$ cat config.mk
export PLATFORM = sky130hd
export DESIGN_NAME = arct_top
export DESIGN_NICKNAME = d
export VERILOG_FILES = /design/src/arct_pkg.sv /design/src/arct_sync_edge.sv /design/src/arct_top.sv
export SDC_FILE = /design/constraint.sdc
export NUM_CORES = 1
export LEC_CHECK = 0
export ABC_AREA = 1
export BUFFER_PORTS_ARGS = -buffer_cell sky130_fd_sc_hd__buf_2
export CAP_MARGIN = 5
export CORE_MARGIN = 2
export CORE_UTILIZATION = 45
export DETAILED_ROUTE_END_ITERATION = 7
export GPL_ROUTABILITY_DRIVEN = 1
export PLACE_DENSITY = 0.69
export SLEW_MARGIN = 20
export SYNTH_ARGS = -nofsm -noshare
export SYNTH_HDL_FRONTEND = slang
export SYNTH_HIERARCHICAL = 1
export SYNTH_SLANG_ARGS = --single-unit
$ cat constraint.sdc
create_clock -name clk_sys -period 1.71 [get_ports clk_sys]
set_input_delay 0.342 -clock clk_sys [delete_from_list [all_inputs] [get_ports clk_sys]]
set_output_delay 0.342 -clock clk_sys [all_outputs]
set_load 0.02 [all_outputs]
$ cat src/arct_pkg.sv
// holds constants, field layouts and types of the auto-reload capture timer
// assumes a single 20 MHz core clock and a 32-bit avalon-mm register bus
package arct_pkg;

  // ****************************************************************
  // register map, byte addresses on the bus
  // ****************************************************************
  localparam int          ARCT_ADDR_W    = 5;
  localparam logic [4:0]  ARCT_OFS_CTRL  = 5'h00;
  localparam logic [4:0]  ARCT_OFS_CKSEL = 5'h04;
  localparam logic [4:0]  ARCT_OFS_RLLO  = 5'h08;
  localparam logic [4:0]  ARCT_OFS_RLHI  = 5'h0C;
  localparam logic [4:0]  ARCT_OFS_CNTLO = 5'h10;
  localparam logic [4:0]  ARCT_OFS_CNTHI = 5'h14;
  localparam logic [4:0]  ARCT_OFS_IRQEN = 5'h18;

  // ****************************************************************
  // reset values and byte limits
  // ****************************************************************
  localparam logic [7:0]  ARCT_BYTE_RST  = 8'h00;
  localparam logic [7:0]  ARCT_BYTE_MAX  = 8'hFF;
  localparam logic [7:0]  ARCT_BYTE_ONE  = 8'h01;
  localparam logic [15:0] ARCT_WORD_ZERO = 16'h0000;
  localparam logic [31:0] ARCT_RD_ZERO   = 32'h0000_0000;

  // ****************************************************************
  // clock source encodings and divider counts
  // ****************************************************************
  localparam logic [1:0]  ARCT_ALT_DIV12A = 2'h0;
  localparam logic [1:0]  ARCT_ALT_EXT8   = 2'h1;
  localparam logic [1:0]  ARCT_ALT_DIV12B = 2'h2;
  localparam logic [1:0]  ARCT_ALT_CMP    = 2'h3;
  localparam int          ARCT_CORE_DIV   = 12;
  localparam int          ARCT_EXT_DIV    = 8;
  localparam logic [3:0]  ARCT_DIV12_LAST = 4'(ARCT_CORE_DIV - 1);
  localparam logic [3:0]  ARCT_DIV12_RST  = 4'h0;
  localparam logic [2:0]  ARCT_DIV8_LAST  = 3'(ARCT_EXT_DIV - 1);
  localparam logic [2:0]  ARCT_DIV8_RST   = 3'h0;

  // ****************************************************************
  // carriers
  // ****************************************************************
  typedef struct packed {
    logic       ovf_flag_high;
    logic       ovf_flag_low;
    logic       low_ovf_irq_en;
    logic       capture_mode_en;
    logic       split_mode_sel;
    logic       run_high;
    logic [1:0] alt_clock_sel;
  } arct_ctrl_s;

  typedef struct packed {
    logic [5:0] unused;
    logic       high_core_clock_sel;
    logic       low_core_clock_sel;
  } arct_cksel_s;

  localparam arct_ctrl_s  ARCT_CTRL_RST  = '0;
  localparam arct_cksel_s ARCT_CKSEL_RST = '0;

  // bus answer: one wait cycle, then the acknowledge cycle
  typedef enum logic [1:0] {
    ARCT_BUS_IDLE = 2'b00,
    ARCT_BUS_ACK  = 2'b01
  } arct_bus_e;

endpackage

$ cat src/arct_sync_edge.sv
// holds a two-stage synchroniser with a rising edge pulse behind it
// assumes the input may change at any time relative to clk_sys
`timescale 1ns/100ps
module arct_sync_edge
  import arct_pkg::*;
(
  input  wire logic clk_sys,
  input  wire logic rst,
  input  wire logic sig_in,
  output logic      rise_pulse
);

  logic meta_ff, stab_ff, prev_ff;
  logic nxt_meta, nxt_stab, nxt_prev;
  // the check below trusts no input history from before reset release
  localparam logic [1:0] AGE_FULL = 2'h3;
  logic [1:0] age_ff, nxt_age;

  // ****************************************************************
  // synchroniser, first stage feeds only the second
  // ****************************************************************
  always_comb begin
    nxt_meta = sig_in;
    nxt_stab = meta_ff;
    nxt_prev = stab_ff;
    nxt_age  = (age_ff == AGE_FULL) ? AGE_FULL : 2'(age_ff + 2'h1);
  end

  always_ff @(posedge clk_sys or posedge rst) begin
    if (rst) begin
      meta_ff <= 1'b0;
      stab_ff <= 1'b0;
      prev_ff <= 1'b0;
      age_ff  <= 2'h0;
    end else begin
      meta_ff <= nxt_meta;
      stab_ff <= nxt_stab;
      prev_ff <= nxt_prev;
      age_ff  <= nxt_age;
    end
  end

  assign rise_pulse = stab_ff & ~prev_ff;

  a_sync_rise_delay : assert property (
    @(posedge clk_sys) disable iff (rst)
    ((age_ff == AGE_FULL) && rise_pulse) |-> ($past(sig_in, 2) && !$past(sig_in, 3)))
    else $error("edge pulse not two cycles behind input rise");

endmodule // arct_sync_edge

$ cat src/arct_top.sv
// holds the auto-reload capture timer with its avalon-mm register slave
// assumes comparator and external oscillator inputs are asynchronous levels
//
// Local design decisions: register access over Avalon-MM and the register offsets.
`timescale 1ns/100ps
module arct_top
  import arct_pkg::*;
(
  input  wire logic                   clk_sys,
  input  wire logic                   rst,
  input  wire logic [ARCT_ADDR_W-1:0] avs_address,
  input  wire logic                   avs_read,
  input  wire logic                   avs_write,
  input  wire logic [31:0]            avs_writedata,
  input  wire logic [3:0]             avs_byteenable,
  output logic      [31:0]            avs_readdata,
  output logic                        avs_waitrequest,
  input  wire logic                   cmp1_in,
  input  wire logic                   ext_osc_in,
  output logic                        timer_irq
);

  // ****************************************************************
  // state
  // ****************************************************************
  arct_bus_e   bus_ff,      nxt_bus;
  logic [31:0] rdata_ff,    nxt_rdata;
  arct_ctrl_s  ctrl_ff,     nxt_ctrl;
  arct_cksel_s cksel_ff,    nxt_cksel;
  logic        irq_en_ff,   nxt_irq_en;
  logic        irq_ff,      nxt_irq;
  logic [7:0]  cnt_lo_ff,   nxt_cnt_lo;
  logic [7:0]  cnt_hi_ff,   nxt_cnt_hi;
  logic [7:0]  rl_lo_ff,    nxt_rl_lo;
  logic [7:0]  rl_hi_ff,    nxt_rl_hi;
  logic [3:0]  div12_ff,    nxt_div12;
  logic [2:0]  div8_ff,     nxt_div8;

  logic        cmp_rise;
  logic        ext_rise;
  logic        tick_div12;
  logic        tick_ext8;
  logic        alt_tick;
  logic        tick_lo;
  logic        tick_hi;
  logic        cap_event;
  logic        wr_take;
  logic        wr_lane;
  logic        set_h;
  logic        set_l;

  // ****************************************************************
  // source synchronisers
  // ****************************************************************
  arct_sync_edge u_sync_cmp (
    .clk_sys    (clk_sys),
    .rst        (rst),
    .sig_in     (cmp1_in),
    .rise_pulse (cmp_rise)
  );

  arct_sync_edge u_sync_ext (
    .clk_sys    (clk_sys),
    .rst        (rst),
    .sig_in     (ext_osc_in),
    .rise_pulse (ext_rise)
  );

  // ****************************************************************
  // prescalers and source selection
  // ****************************************************************
  always_comb begin
    nxt_div12 = (div12_ff == ARCT_DIV12_LAST) ? ARCT_DIV12_RST : div12_ff + 4'h1;
    nxt_div8  = ext_rise ? div8_ff + 3'h1 : div8_ff;
  end

  always_ff @(posedge clk_sys or posedge rst) begin
    if (rst) begin
      div12_ff <= ARCT_DIV12_RST;
      div8_ff  <= ARCT_DIV8_RST;
    end else begin
      div12_ff <= nxt_div12;
      div8_ff  <= nxt_div8;
    end
  end

  assign tick_div12 = (div12_ff == ARCT_DIV12_LAST);
  assign tick_ext8  = ext_rise & (div8_ff == ARCT_DIV8_LAST);

  always_comb begin
    case (ctrl_ff.alt_clock_sel)
      ARCT_ALT_DIV12A: alt_tick = tick_div12;
      ARCT_ALT_EXT8:   alt_tick = tick_ext8;
      ARCT_ALT_DIV12B: alt_tick = tick_div12;
      ARCT_ALT_CMP:    alt_tick = cmp_rise;
      default:         alt_tick = 1'b0;
    endcase
  end

  // the low select also clocks the full counter in 16-bit and capture mode
  assign tick_lo   = cksel_ff.low_core_clock_sel  | alt_tick;
  assign tick_hi   = cksel_ff.high_core_clock_sel | alt_tick;
  // capture trigger shares the alt select upper bit
  assign cap_event = ctrl_ff.capture_mode_en &
                     (ctrl_ff.alt_clock_sel[1] ? tick_ext8 : cmp_rise);

  // ****************************************************************
  // avalon-mm slave: one wait state on every access
  // ****************************************************************
  assign wr_take = avs_write & (bus_ff == ARCT_BUS_ACK);
  assign wr_lane = wr_take & avs_byteenable[0];

  always_comb begin
    nxt_bus   = ARCT_BUS_IDLE;
    nxt_rdata = rdata_ff;
    if ((avs_read | avs_write) && (bus_ff == ARCT_BUS_IDLE)) begin
      nxt_bus   = ARCT_BUS_ACK;
      nxt_rdata = ARCT_RD_ZERO;
      case (avs_address)
        ARCT_OFS_CTRL:  nxt_rdata[7:0] = ctrl_ff;
        ARCT_OFS_CKSEL: nxt_rdata[7:0] = cksel_ff;
        ARCT_OFS_RLLO:  nxt_rdata[7:0] = rl_lo_ff;
        ARCT_OFS_RLHI:  nxt_rdata[7:0] = rl_hi_ff;
        ARCT_OFS_CNTLO: nxt_rdata[7:0] = cnt_lo_ff;
        ARCT_OFS_CNTHI: nxt_rdata[7:0] = cnt_hi_ff;
        ARCT_OFS_IRQEN: nxt_rdata[0]   = irq_en_ff;
        default:        nxt_rdata      = ARCT_RD_ZERO;
      endcase
    end
  end

  assign avs_waitrequest = (avs_read | avs_write) & (bus_ff != ARCT_BUS_ACK);
  assign avs_readdata    = rdata_ff;

  // ****************************************************************
  // counter, reload, capture and flags
  // ****************************************************************
  always_comb begin
    nxt_cnt_lo = cnt_lo_ff;
    nxt_cnt_hi = cnt_hi_ff;
    nxt_rl_lo  = rl_lo_ff;
    nxt_rl_hi  = rl_hi_ff;
    set_h      = 1'b0;
    set_l      = 1'b0;
    if (ctrl_ff.split_mode_sel) begin
      if (tick_lo) begin
        if (cnt_lo_ff == ARCT_BYTE_MAX) begin
          nxt_cnt_lo = rl_lo_ff;
          set_l      = 1'b1;
        end else begin
          nxt_cnt_lo = cnt_lo_ff + ARCT_BYTE_ONE;
        end
      end
      if (ctrl_ff.run_high && tick_hi) begin
        if (cnt_hi_ff == ARCT_BYTE_MAX) begin
          nxt_cnt_hi = rl_hi_ff;
          set_h      = 1'b1;
        end else begin
          nxt_cnt_hi = cnt_hi_ff + ARCT_BYTE_ONE;
        end
      end
    end else if (ctrl_ff.run_high && tick_lo) begin
      set_l = (cnt_lo_ff == ARCT_BYTE_MAX);
      if ({cnt_hi_ff, cnt_lo_ff} == {ARCT_BYTE_MAX, ARCT_BYTE_MAX}) begin
        // capture mode keeps the reload bytes for the captured value
        if (ctrl_ff.capture_mode_en) begin
          {nxt_cnt_hi, nxt_cnt_lo} = ARCT_WORD_ZERO;
        end else begin
          {nxt_cnt_hi, nxt_cnt_lo} = {rl_hi_ff, rl_lo_ff};
          set_h                    = 1'b1;
        end
      end else begin
        {nxt_cnt_hi, nxt_cnt_lo} = 16'({cnt_hi_ff, cnt_lo_ff} + 16'h0001);
      end
    end
    if (cap_event) begin
      {nxt_rl_hi, nxt_rl_lo} = {cnt_hi_ff, cnt_lo_ff};
      set_h                  = 1'b1;
    end
    if (wr_lane) begin
      case (avs_address)
        ARCT_OFS_RLLO:  nxt_rl_lo  = avs_writedata[7:0];
        ARCT_OFS_RLHI:  nxt_rl_hi  = avs_writedata[7:0];
        ARCT_OFS_CNTLO: nxt_cnt_lo = avs_writedata[7:0];
        ARCT_OFS_CNTHI: nxt_cnt_hi = avs_writedata[7:0];
        default:        nxt_cnt_lo = nxt_cnt_lo;
      endcase
    end
  end

  // ****************************************************************
  // control registers; a hardware set beats a software clear
  // ****************************************************************
  always_comb begin
    nxt_ctrl   = ctrl_ff;
    nxt_cksel  = cksel_ff;
    nxt_irq_en = irq_en_ff;
    if (wr_lane) begin
      case (avs_address)
        ARCT_OFS_CTRL:  nxt_ctrl   = arct_ctrl_s'(avs_writedata[7:0]);
        ARCT_OFS_CKSEL: nxt_cksel  = arct_cksel_s'({6'h00, avs_writedata[1:0]});
        ARCT_OFS_IRQEN: nxt_irq_en = avs_writedata[0];
        default:        nxt_irq_en = irq_en_ff;
      endcase
    end
    nxt_ctrl.ovf_flag_high = nxt_ctrl.ovf_flag_high | set_h;
    nxt_ctrl.ovf_flag_low  = nxt_ctrl.ovf_flag_low  | set_l;
    nxt_irq = irq_en_ff & (ctrl_ff.ovf_flag_high |
              (ctrl_ff.low_ovf_irq_en & ctrl_ff.ovf_flag_low));
  end

  always_ff @(posedge clk_sys or posedge rst) begin
    if (rst) begin
      bus_ff    <= ARCT_BUS_IDLE;
      rdata_ff  <= ARCT_RD_ZERO;
      ctrl_ff   <= ARCT_CTRL_RST;
      cksel_ff  <= ARCT_CKSEL_RST;
      irq_en_ff <= 1'b0;
      irq_ff    <= 1'b0;
      cnt_lo_ff <= ARCT_BYTE_RST;
      cnt_hi_ff <= ARCT_BYTE_RST;
      rl_lo_ff  <= ARCT_BYTE_RST;
      rl_hi_ff  <= ARCT_BYTE_RST;
    end else begin
      bus_ff    <= nxt_bus;
      rdata_ff  <= nxt_rdata;
      ctrl_ff   <= nxt_ctrl;
      cksel_ff  <= nxt_cksel;
      irq_en_ff <= nxt_irq_en;
      irq_ff    <= nxt_irq;
      cnt_lo_ff <= nxt_cnt_lo;
      cnt_hi_ff <= nxt_cnt_hi;
      rl_lo_ff  <= nxt_rl_lo;
      rl_hi_ff  <= nxt_rl_hi;
    end
  end

  // irq is a level that follows the flags one cycle late
  assign timer_irq = irq_ff;

  // ****************************************************************
  // checks
  // ****************************************************************
  a_div12_period : assert property (
    @(posedge clk_sys) disable iff (rst)
    tick_div12 |=> !tick_div12 [*8] ##1 !tick_div12 ##1 !tick_div12 ##1 !tick_div12
    ##1 tick_div12)
    else $error("core divide tick not every twelve cycles");

  a_wrap_reload : assert property (
    @(posedge clk_sys) disable iff (rst)
    (!ctrl_ff.split_mode_sel && !ctrl_ff.capture_mode_en && ctrl_ff.run_high &&
     tick_lo && {cnt_hi_ff, cnt_lo_ff} == {ARCT_BYTE_MAX, ARCT_BYTE_MAX} && !wr_take)
    |=> {cnt_hi_ff, cnt_lo_ff} == $past({rl_hi_ff, rl_lo_ff}) && ctrl_ff.ovf_flag_high)
    else $error("16-bit wrap did not reload and flag");

  a_irq_high_flag : assert property (
    @(posedge clk_sys) disable iff (rst)
    (irq_en_ff && ctrl_ff.ovf_flag_high) |=> timer_irq)
    else $error("high flag did not raise interrupt");

  a_irq_low_flag : assert property (
    @(posedge clk_sys) disable iff (rst)
    (irq_en_ff && ctrl_ff.low_ovf_irq_en && ctrl_ff.ovf_flag_low) |=> timer_irq)
    else $error("low flag did not raise interrupt");

  a_split_low_reload : assert property (
    @(posedge clk_sys) disable iff (rst)
    (ctrl_ff.split_mode_sel && tick_lo && cnt_lo_ff == ARCT_BYTE_MAX && !wr_take)
    |=> cnt_lo_ff == $past(rl_lo_ff) && ctrl_ff.ovf_flag_low)
    else $error("split low byte did not reload");

  a_split_high_hold : assert property (
    @(posedge clk_sys) disable iff (rst)
    (ctrl_ff.split_mode_sel && !ctrl_ff.run_high && !wr_take) |=> $stable(cnt_hi_ff))
    else $error("stopped high byte moved");

  a_flag_sticky : assert property (
    @(posedge clk_sys) disable iff (rst)
    (ctrl_ff.ovf_flag_high && !wr_take) |=> ctrl_ff.ovf_flag_high)
    else $error("high flag cleared without a write");

  a_capture_copy : assert property (
    @(posedge clk_sys) disable iff (rst)
    (cap_event && !wr_take)
    |=> {rl_hi_ff, rl_lo_ff} == $past({cnt_hi_ff, cnt_lo_ff}) && ctrl_ff.ovf_flag_high)
    else $error("capture did not copy count");

  a_count_write : assert property (
    @(posedge clk_sys) disable iff (rst)
    (wr_lane && avs_address == ARCT_OFS_CNTLO) |=> cnt_lo_ff == $past(avs_writedata[7:0]))
    else $error("count low write lost");

endmodule // arct_top

==> reports/qor.txt, run 1 <==
GPL Wtd Cong: 0.9735
WP data arrival: 2160 ps
Setup crit end kind: register
worst setup path endpoint: cnt_hi_ff[5]
Core ar.: 10,180 um^2
R2R Setup Slk: -200 ps
CP top delay family: simple AND/OR/NAND/NOR gates
vias: 5,050
Final ANT Viol Nets: 0
Worst setup startpoint: div8_ff[1]
CTS tree: yes
layout cells sized above 1: 0.2620
Setup-failing EPs final: 17
antenna cells: 0
worst path bufs/invs: 3
WS Path Type: register to register
flops & latches, synth: 66
port bufs: 29
predominant post-synthesis flop cell: dfrtp_1
worst slew pin tran: 619.0 ps
max-slew violation count: 0
final clock period utilization by the worst path: 1.118
Final Util: 0.5897
Worst-Skew Late Latency: 370 ps
initial antenna violation count: 0
Max IR drop VDD: 0.0006781 V
Hold Startpoint: cmp1_in
TritonCTS Sinks: 66
area of all placed cells without fillers: 6006 um^2
Die W: 105.8 um
Synth area leaders: dfrtp_1 35%, nand2_1 15%, nand3_1 7.5%
final hold slack: 82.15 ps
crit-path most repeated cell: nor2_1
Die ar.: 11,200 um^2
HP Class: input pin to register
CTS H-Tree Depth: 3
max cap viols: 0
Data required, critical path: 1960 ps
CTS root buf: clkbuf_8
placed inst area: 5426 um^2
yosys synthesis warning count: 6
Initial DRT Pass Iterations: 6
Post-Route WL: 15,830 um
min cycle time layout: 1912 ps
Fin Clk Skew: 11.20 ps
async set-reset flop share out of synthesis: 1.000
Slew HR: 0.5873
Tot Pwr: 8.284 mW
Avg Vias per Cell: 5.454
largest net degree at the start of global routing: 24
chip height: 105.8 um
P per Cell Area: 1379 nW/um^2
routed len/inst: 17.10 um
Worst-path clk slew: 70 ps
worst reg-to-reg path cell count: 14
largest area contributor in the netlist: dfrtp_1
distinct cell type count of the synthesized netlist: 45
synthesis-to-layout area growth: 28.69%
status: finished, violations left
first-pass GRT wire length: 25,190 um
worst path cell trace: ha_4 -> ha_4 -> nand3_2 -> nand2_2 -> nand2_2 -> buf_6 -> a21oi_4 -> buf_6 -> buf_16 -> nand2_4 -> nor2_2 -> nor2_1 -> nor2_1 -> nor2_1
grt ovf: 0
GRT Util Overall: 0.2948
FF-to-FF Start: div8_ff[1]
CP startpoint kind: register
DR iter-0 viols: 497
Hold Vio Cnt, Final: 0
FMAX: 0.5230 GHz
Final HPWL DP: 11,340 um
# rows: 37
Synth top cells by count: 181 x nand2_1, 79 x nor2_1, 71 x inv_1
RR Endpoint: cnt_hi_ff[5]
Starting Density: 0.4582
syn avg cell area: 6.833 um^2
crit path max-delay cell type: dfrtp_1
worst setup margin: -202.1 ps
crit path max fanout: 5
drc violations: 0
most common cell in the netlist: nand2_1
failing checks: negative setup slack
mapped cell area: 4667 um^2
CTS Buf Count: 9
sequential area share after synthesis: 0.3539
vias in the first global route: 4,810
number of flops mapped to enable cells by yosys: 0
Mapped Cells: 683
CP Depth: 14
Final #Nets: 837
Synth top area share: 0.3539
Largest stage delay, worst path: 390 ps
maximum buffer depth of the clock tree: 2
Pleak: 3.093 nW
RSZ-0062 raised after global routing: true
Top-Level Pins: 81
==> worst reg2reg max path, stage by stage, from the launching register on <==
cell	delay (ps)
dfrtp_1	390
ha_4	160
ha_4	130
nand3_2	70
nand2_2	70
nand2_2	70
buf_6	120
a21oi_4	160
buf_6	160
buf_16	140
nand2_4	40
nor2_2	70
nor2_1	60
nor2_1	110
nor2_1	60
==> power by group <==
part | switching [mW] | total, mW | internal (mW)
Clock | 0.664 | 1.38 | 0.715
Sequential | 0.338 | 2.37 | 2.04
Combinational | 2.71 | 4.53 | 1.82
==> stage by stage <==
stage	std cells	setup TNS, ps	worst slack, ps
2_1_floorplan	706	0	4.725
4_1_cts	925	-1556	-167.0
3_3_place_gp	902	-1532	-196.6
5_1_grt	926	-4154	-288.3
6_report	926	-2176	-202.1
3_5_place_dp	902	-2061	-188.8
==> worst min-delay path by stage <==
| stage | endpoint | slack, ps | cells after the start |
|---|---|---|---|
| final | u_sync_cmp/meta_ff | 80 | 1 |
| after global routing | u_sync_cmp/meta_ff | 90 | 1 |
| after CTS | u_sync_cmp/meta_ff | 80 | 1 |
| after detailed placement | u_sync_cmp/prev_ff | 250 | 2 |
| after global placement | u_sync_ext/meta_ff | 240 | 2 |
| after floorplan | u_sync_cmp/meta_ff | 100 | 1 |
==> logic make-up after synthesis <==
kind of cell / Yosys count / synth area share
buffers and inverters: 123 / 0.1290
AOI/OAI and AO/OA: 117 / 0.1440
other: 1 / 0.0008035
muxes: 2 / 0.004825
DFF: 66 / 0.3539
xor gates and xnor gates: 5 / 0.009383
adders and majority gates: 5 / 0.01340
and+or+nand+nor: 364 / 0.3448
==> layout make-up <==
class	count	area [um^2]
flip-flops and latches	66	1652
inverters	75	294.0
repair buffers	116	935.9
fillers	975	4179
multi-input cells	517	2758
clock buffers	12	145.1
clock inverters	4	51.30
well taps	136	170.2
==> timing repair <==
action / 4_1_cts / 5_1_grt
setup buffers: 4 / 3
hold endpoints to repair: 6 / 0
endpoints found under the setup margin: 18 / 32
resized for setup: 47 / 33
cloned: 2 / 0
pin swaps: 19 / 38
hold buffers: 1 / 0
==> sequential cells by signal, indices dropped and copies added (netlist names), 2 cells and up <==
name and count:
rl_hi_ff 8, cnt_hi_ff 8, avs_readdata 8, div12_ff 4, rl_lo_ff 8, cksel_ff 2, cnt_lo_ff 8, div8_ff 3
ctrl_ff 8
==> cell usage in the layout (no fill, tap or decap), types with 2 or more instances in the layout <==
cell and n:
buf_4 69, a21oi_1 13, clkbuf_8 10, nor3_1 2, inv_1 67, conb_1 24, nor3_2 2, o211ai_1 18
ha_1 2, nor2_2 6, nand2_4 6, xor2_1 3, clkinvlp_4 3, o221ai_1 3, o21ai_1 11, buf_12 4
a21oi_2 4, inv_2 5, o21ai_2 2, nand3_2 11, nand3_1 61, nor2_4 4, clkbuf_1 2, dfrtp_1 66
nand2_2 20, nor2_1 76, buf_2 29, o21ai_0 50, o22ai_1 10, nor2_8 2, nand4_1 7, buf_16 2
mux2_2 2, nand2_8 3, ha_4 2, nand2_1 159, buf_6 10
==> layer usage <==
metal  routed length (um)  vias up  GRT usage
li1                     -     2388          -
met1                 6696     2390     0.3958
met2                 7431      230     0.4793
met3                 1106       42    0.03216
met4                  598        0     0.1344
met5                    0        -          0
Note: power is estimated with default switching activity, not from simulation.
==> run 2: changes to the inputs <==
- CTS_BUF_LIST: not set -> sky130_fd_sc_hd__clkbuf_2
- SYNTH_HIERARCHICAL: 1 -> not set
==> reports/qor.txt, run 2 <==
Fin Clk Skew: 46.99 ps (was 11.20 ps)
Die W: 106.0 um (was 105.8 um)
mux cell area share after synthesis: 0.004813 (was 0.004826)
Worst-Skew Late Latency: 570 ps (was 370 ps)
WP data arrival: 2350 ps (was 2160 ps)
CTS tree: yes (unchanged)
final clock period utilization by the worst path: 1.113 (was 1.118)
CTS Buf Count: 9 (unchanged)
min cycle time layout: 1903 ps (was 1912 ps)
CTS H-Tree Depth: 3 (unchanged)
Slew HR: 0.4486 (was 0.5873)
HP Class: input pin to register (unchanged)
Core ar.: 10,230 um^2 (was 10,180 um^2)
CP startpoint kind: register (unchanged)
max cap viols: 0 (unchanged)
vias: 5,191 (was 5,050)
DR iter-0 viols: 526 (was 497)
Worst-path clk slew: 220 ps (was 70 ps)
Hold Startpoint: avs_writedata[4] (was cmp1_in)
antenna cells: 0 (unchanged)
sequential area share after synthesis: 0.3529 (was 0.3539)
vias in the first global route: 4,757 (was 4,810)
first-pass GRT wire length: 25,250 um (was 25,190 um)
area of all placed cells without fillers: 6035 um^2 (was 6006 um^2)
Mapped Cells: 681 (was 683)
Post-Route WL: 16,310 um (was 15,830 um)
Setup-failing EPs final: 33 (was 17)
largest area contributor in the netlist: dfrtp_1 (unchanged)
Initial DRT Pass Iterations: 6 (unchanged)
Worst Hold Endpoint: ctrl_ff[4] (was u_sync_cmp/meta_ff)
Max IR drop VDD: 0.0005396 V (was 0.0006781 V)
commonest non-fill, non-tap cells in the layout: 170 x nand2_1, 72 x nor2_1, 67 x inv_1 (was 159 x nand2_1, 76 x nor2_1, 69 x buf_4)
final cell count without fillers: 927 (was 926)
worst slew pin tran: 827.1 ps (was 619.0 ps)
initial antenna violation count: 0 (unchanged)
FF-to-FF Start: div8_ff[0] (was div8_ff[1])
Adder-Cell Fraction of Synth Area: 0.01337 (was 0.01340)
worst setup margin: -192.7 ps (was -202.1 ps)
Synth top area share: 0.3529 (was 0.3539)
Final HPWL DP: 11,100 um (was 11,340 um)
Final Util: 0.5898 (was 0.5897)
Final #Nets: 838 (was 837)
mapped cell area: 4679 um^2 (was 4667 um^2)
GPL Wtd Cong: 0.9562 (was 0.9735)
Compound-Gate Fraction of Synth Area: 0.1318 (was 0.1440)
distinct cell type count of the synthesized netlist: 44 (was 45)
most common cell in the netlist: nand2_1 (unchanged)
worst path bufs/invs: 3 (unchanged)
worst path cell trace: ha_2 -> ha_4 -> inv_2 -> nor2_4 -> nand2_2 -> buf_6 -> nand3_4 -> buf_6 -> nand3_1 -> nand3_1 -> nand2_1 -> nor2_2 -> nor2_1 (was ha_4 -> ha_4 -> nand3_2 -> nand2_2 -> nand2_2 -> buf_6 -> a21oi_4 -> buf_6 -> buf_16 -> nand2_4 -> nor2_2 -> nor2_1 -> nor2_1 -> nor2_1)
simple-gate share of the synthesized area: 0.3559 (was 0.3448)
worst reg-to-reg path cell count: 13 (was 14)
drc violations: 0 (unchanged)
P per Cell Area: 1282 nW/um^2 (was 1379 nW/um^2)
CP top delay family: simple AND/OR/NAND/NOR gates (unchanged)
Synth area leaders: dfrtp_1 35%, nand2_1 16%, nor2_1 6.7% (was dfrtp_1 35%, nand2_1 15%, nand3_1 7.5%)
commonest non-fill, non-tap cell in the layout: nand2_1 (unchanged)
Setup crit end kind: register (unchanged)
dpl cells: 897 (was 902)
RR Endpoint: cnt_hi_ff[3] (was cnt_hi_ff[5])
syn avg cell area: 6.871 um^2 (was 6.833 um^2)
yosys synthesis warning count: 0 (was 6)
crit path max-delay cell type: dfrtp_1 (unchanged)
Pleak: 3.113 nW (was 3.093 nW)
chip height: 106.0 um (was 105.8 um)
TritonCTS Sinks: 66 (unchanged)
largest family of logic cells by synthesized area: simple AND/OR/NAND/NOR gates (unchanged)
Final ANT Viol Nets: 0 (unchanged)
GRT Util Overall: 0.2940 (was 0.2948)
WS Path Type: register to register (unchanged)
Avg Vias per Cell: 5.600 (was 5.454)
async set-reset flop share out of synthesis: 1.000 (unchanged)
layout cells sized above 1: 0.2794 (was 0.2620)
flops & latches, synth: 66 (unchanged)
final hold slack: 29.58 ps (was 82.15 ps)
failing checks: negative setup slack (unchanged)
Die ar.: 11,230 um^2 (was 11,200 um^2)
post-route setup TNS: -4298 ps (was -2176 ps)
CTS root buf: clkbuf_2 (was clkbuf_8)
Data required, critical path: 2160 ps (was 1960 ps)
largest net degree at the start of global routing: 26 (was 24)
predominant post-synthesis flop cell: dfrtp_1 (unchanged)
synthesis-to-layout area growth: 28.96% (was 28.69%)
Synth Area in XOR/XNOR: 0.01497 (was 0.009383)
number of flops mapped to enable cells by yosys: 0 (unchanged)
R2R Setup Slk: -190 ps (was -200 ps)
Synth top cells by count: 195 x nand2_1, 84 x nor2_1, 71 x inv_1 (was 181 x nand2_1, 79 x nor2_1, 71 x inv_1)
hold path depth: 3 (was 1)
status: finished, violations left (unchanged)
fill cell count: 945 (was 975)
placed inst area: 5413 um^2 (was 5426 um^2)
Top-Level Pins: 81 (unchanged)
FMAX: 0.5256 GHz (was 0.5230 GHz)
crit path max fanout: 7 (was 5)
port bufs: 29 (unchanged)
maximum buffer depth of the clock tree: 2 (unchanged)
Starting Density: 0.4574 (was 0.4582)
# rows: 37 (unchanged)
routed len/inst: 17.60 um (was 17.10 um)
max-slew violation count: 0 (unchanged)
Largest stage delay, worst path: 430 ps (was 390 ps)
Hold Vio Cnt, Final: 0 (unchanged)
grt ovf: 0 (unchanged)
RSZ-0062 raised after global routing: true (unchanged)
run 2: changes by cell type after synthesis, moves of 4 or more:
cell | previous run | this run
nand3_1 | 70 | 54
nand2_1 | 181 | 195
o21ai_0 | 53 | 42
nor2_1 | 79 | 84
a21oi_1 | 17 | 13
nand4_1 | 7 | 11
o31ai_1 | 0 | 4
run 2: tightest hold or removal path: cells and delay by family:
family | cells | cell delay [ps]
AO/OA/AOI/OAI | 1 | 60
buffers and inverters | 1 | 100
AND/OR/NAND/NOR | 1 | 50
run 2: logic make-up (layout without fill, tap and decap cells):
logic type | after synthesis | in the layout
mux | 2 | 2
fa+ha+maj | 5 | 5
flops | 66 | 66
other cells | 1 | 24
compound gates | 104 | 104
simple gates | 372 | 374
xor+xnor | 8 | 8
buf+inv | 123 | 208
run 2: timing repair:
| item | CTS | global route |
|---|---|---|
| setup endpoints to repair | 34 | 34 |
| gates resized for setup | 53 | 46 |
| endpoints found under the hold margin | 25 | 0 |
| pin swaps | 10 | 25 |
| buffers inserted | 3 | 1 |
| hold buffers | 3 | 0 |
| gates cloned | 6 | 2 |
run 2: worst max-delay path by stage:
stage                from            to  slack [ps]  cells after the start
2_1_floorplan  div8_ff[0]  cnt_hi_ff[5]          30                     13
3_3_place_gp   div8_ff[0]  cnt_hi_ff[6]        -120                     15
3_5_place_dp   div8_ff[0]  cnt_hi_ff[6]        -190                     15
4_1_cts        div8_ff[0]  cnt_hi_ff[3]        -180                     13
5_1_grt        div8_ff[1]  cnt_lo_ff[0]        -310                     13
6_report       div8_ff[0]  cnt_hi_ff[3]        -190                     13
run 2: layer usage:
layer	GRT usage	part of all wire
met4	0.1457	0.053
met1	0.3909	0.39
met2	0.4548	0.45
met3	0.06254	0.11
met5	0	0
run 2: cell type report:
type                            instances  area (um^2)  share of cell area
Multi-Input combinational cell        517         2818              0.4669
Sequential cell                        66         1652              0.2737
Timing Repair Buffer                  114        977.2              0.1619
Inverter                               78        304.0             0.05038
Tap cell                              136        170.2             0.02820
Clock inverter                          7        68.82             0.01140
Clock buffer                            9        45.04            0.007464
run 2: power breakdown:
part	internal, mW	total (mW)	switching (mW)
clock	0.331	0.997	0.666
sequential	2.03	2.43	0.402
combinational	1.70	4.31	2.61
total	4.06	7.74	3.68
run 2: through the flow:
step           power (mW)  setup slack, ps
6_report            7.735           -192.7
5_1_grt             8.246           -305.7
4_1_cts             7.403           -180.3
3_5_place_dp        6.055           -186.3
3_3_place_gp        5.937           -123.8
2_1_floorplan       4.797            26.24
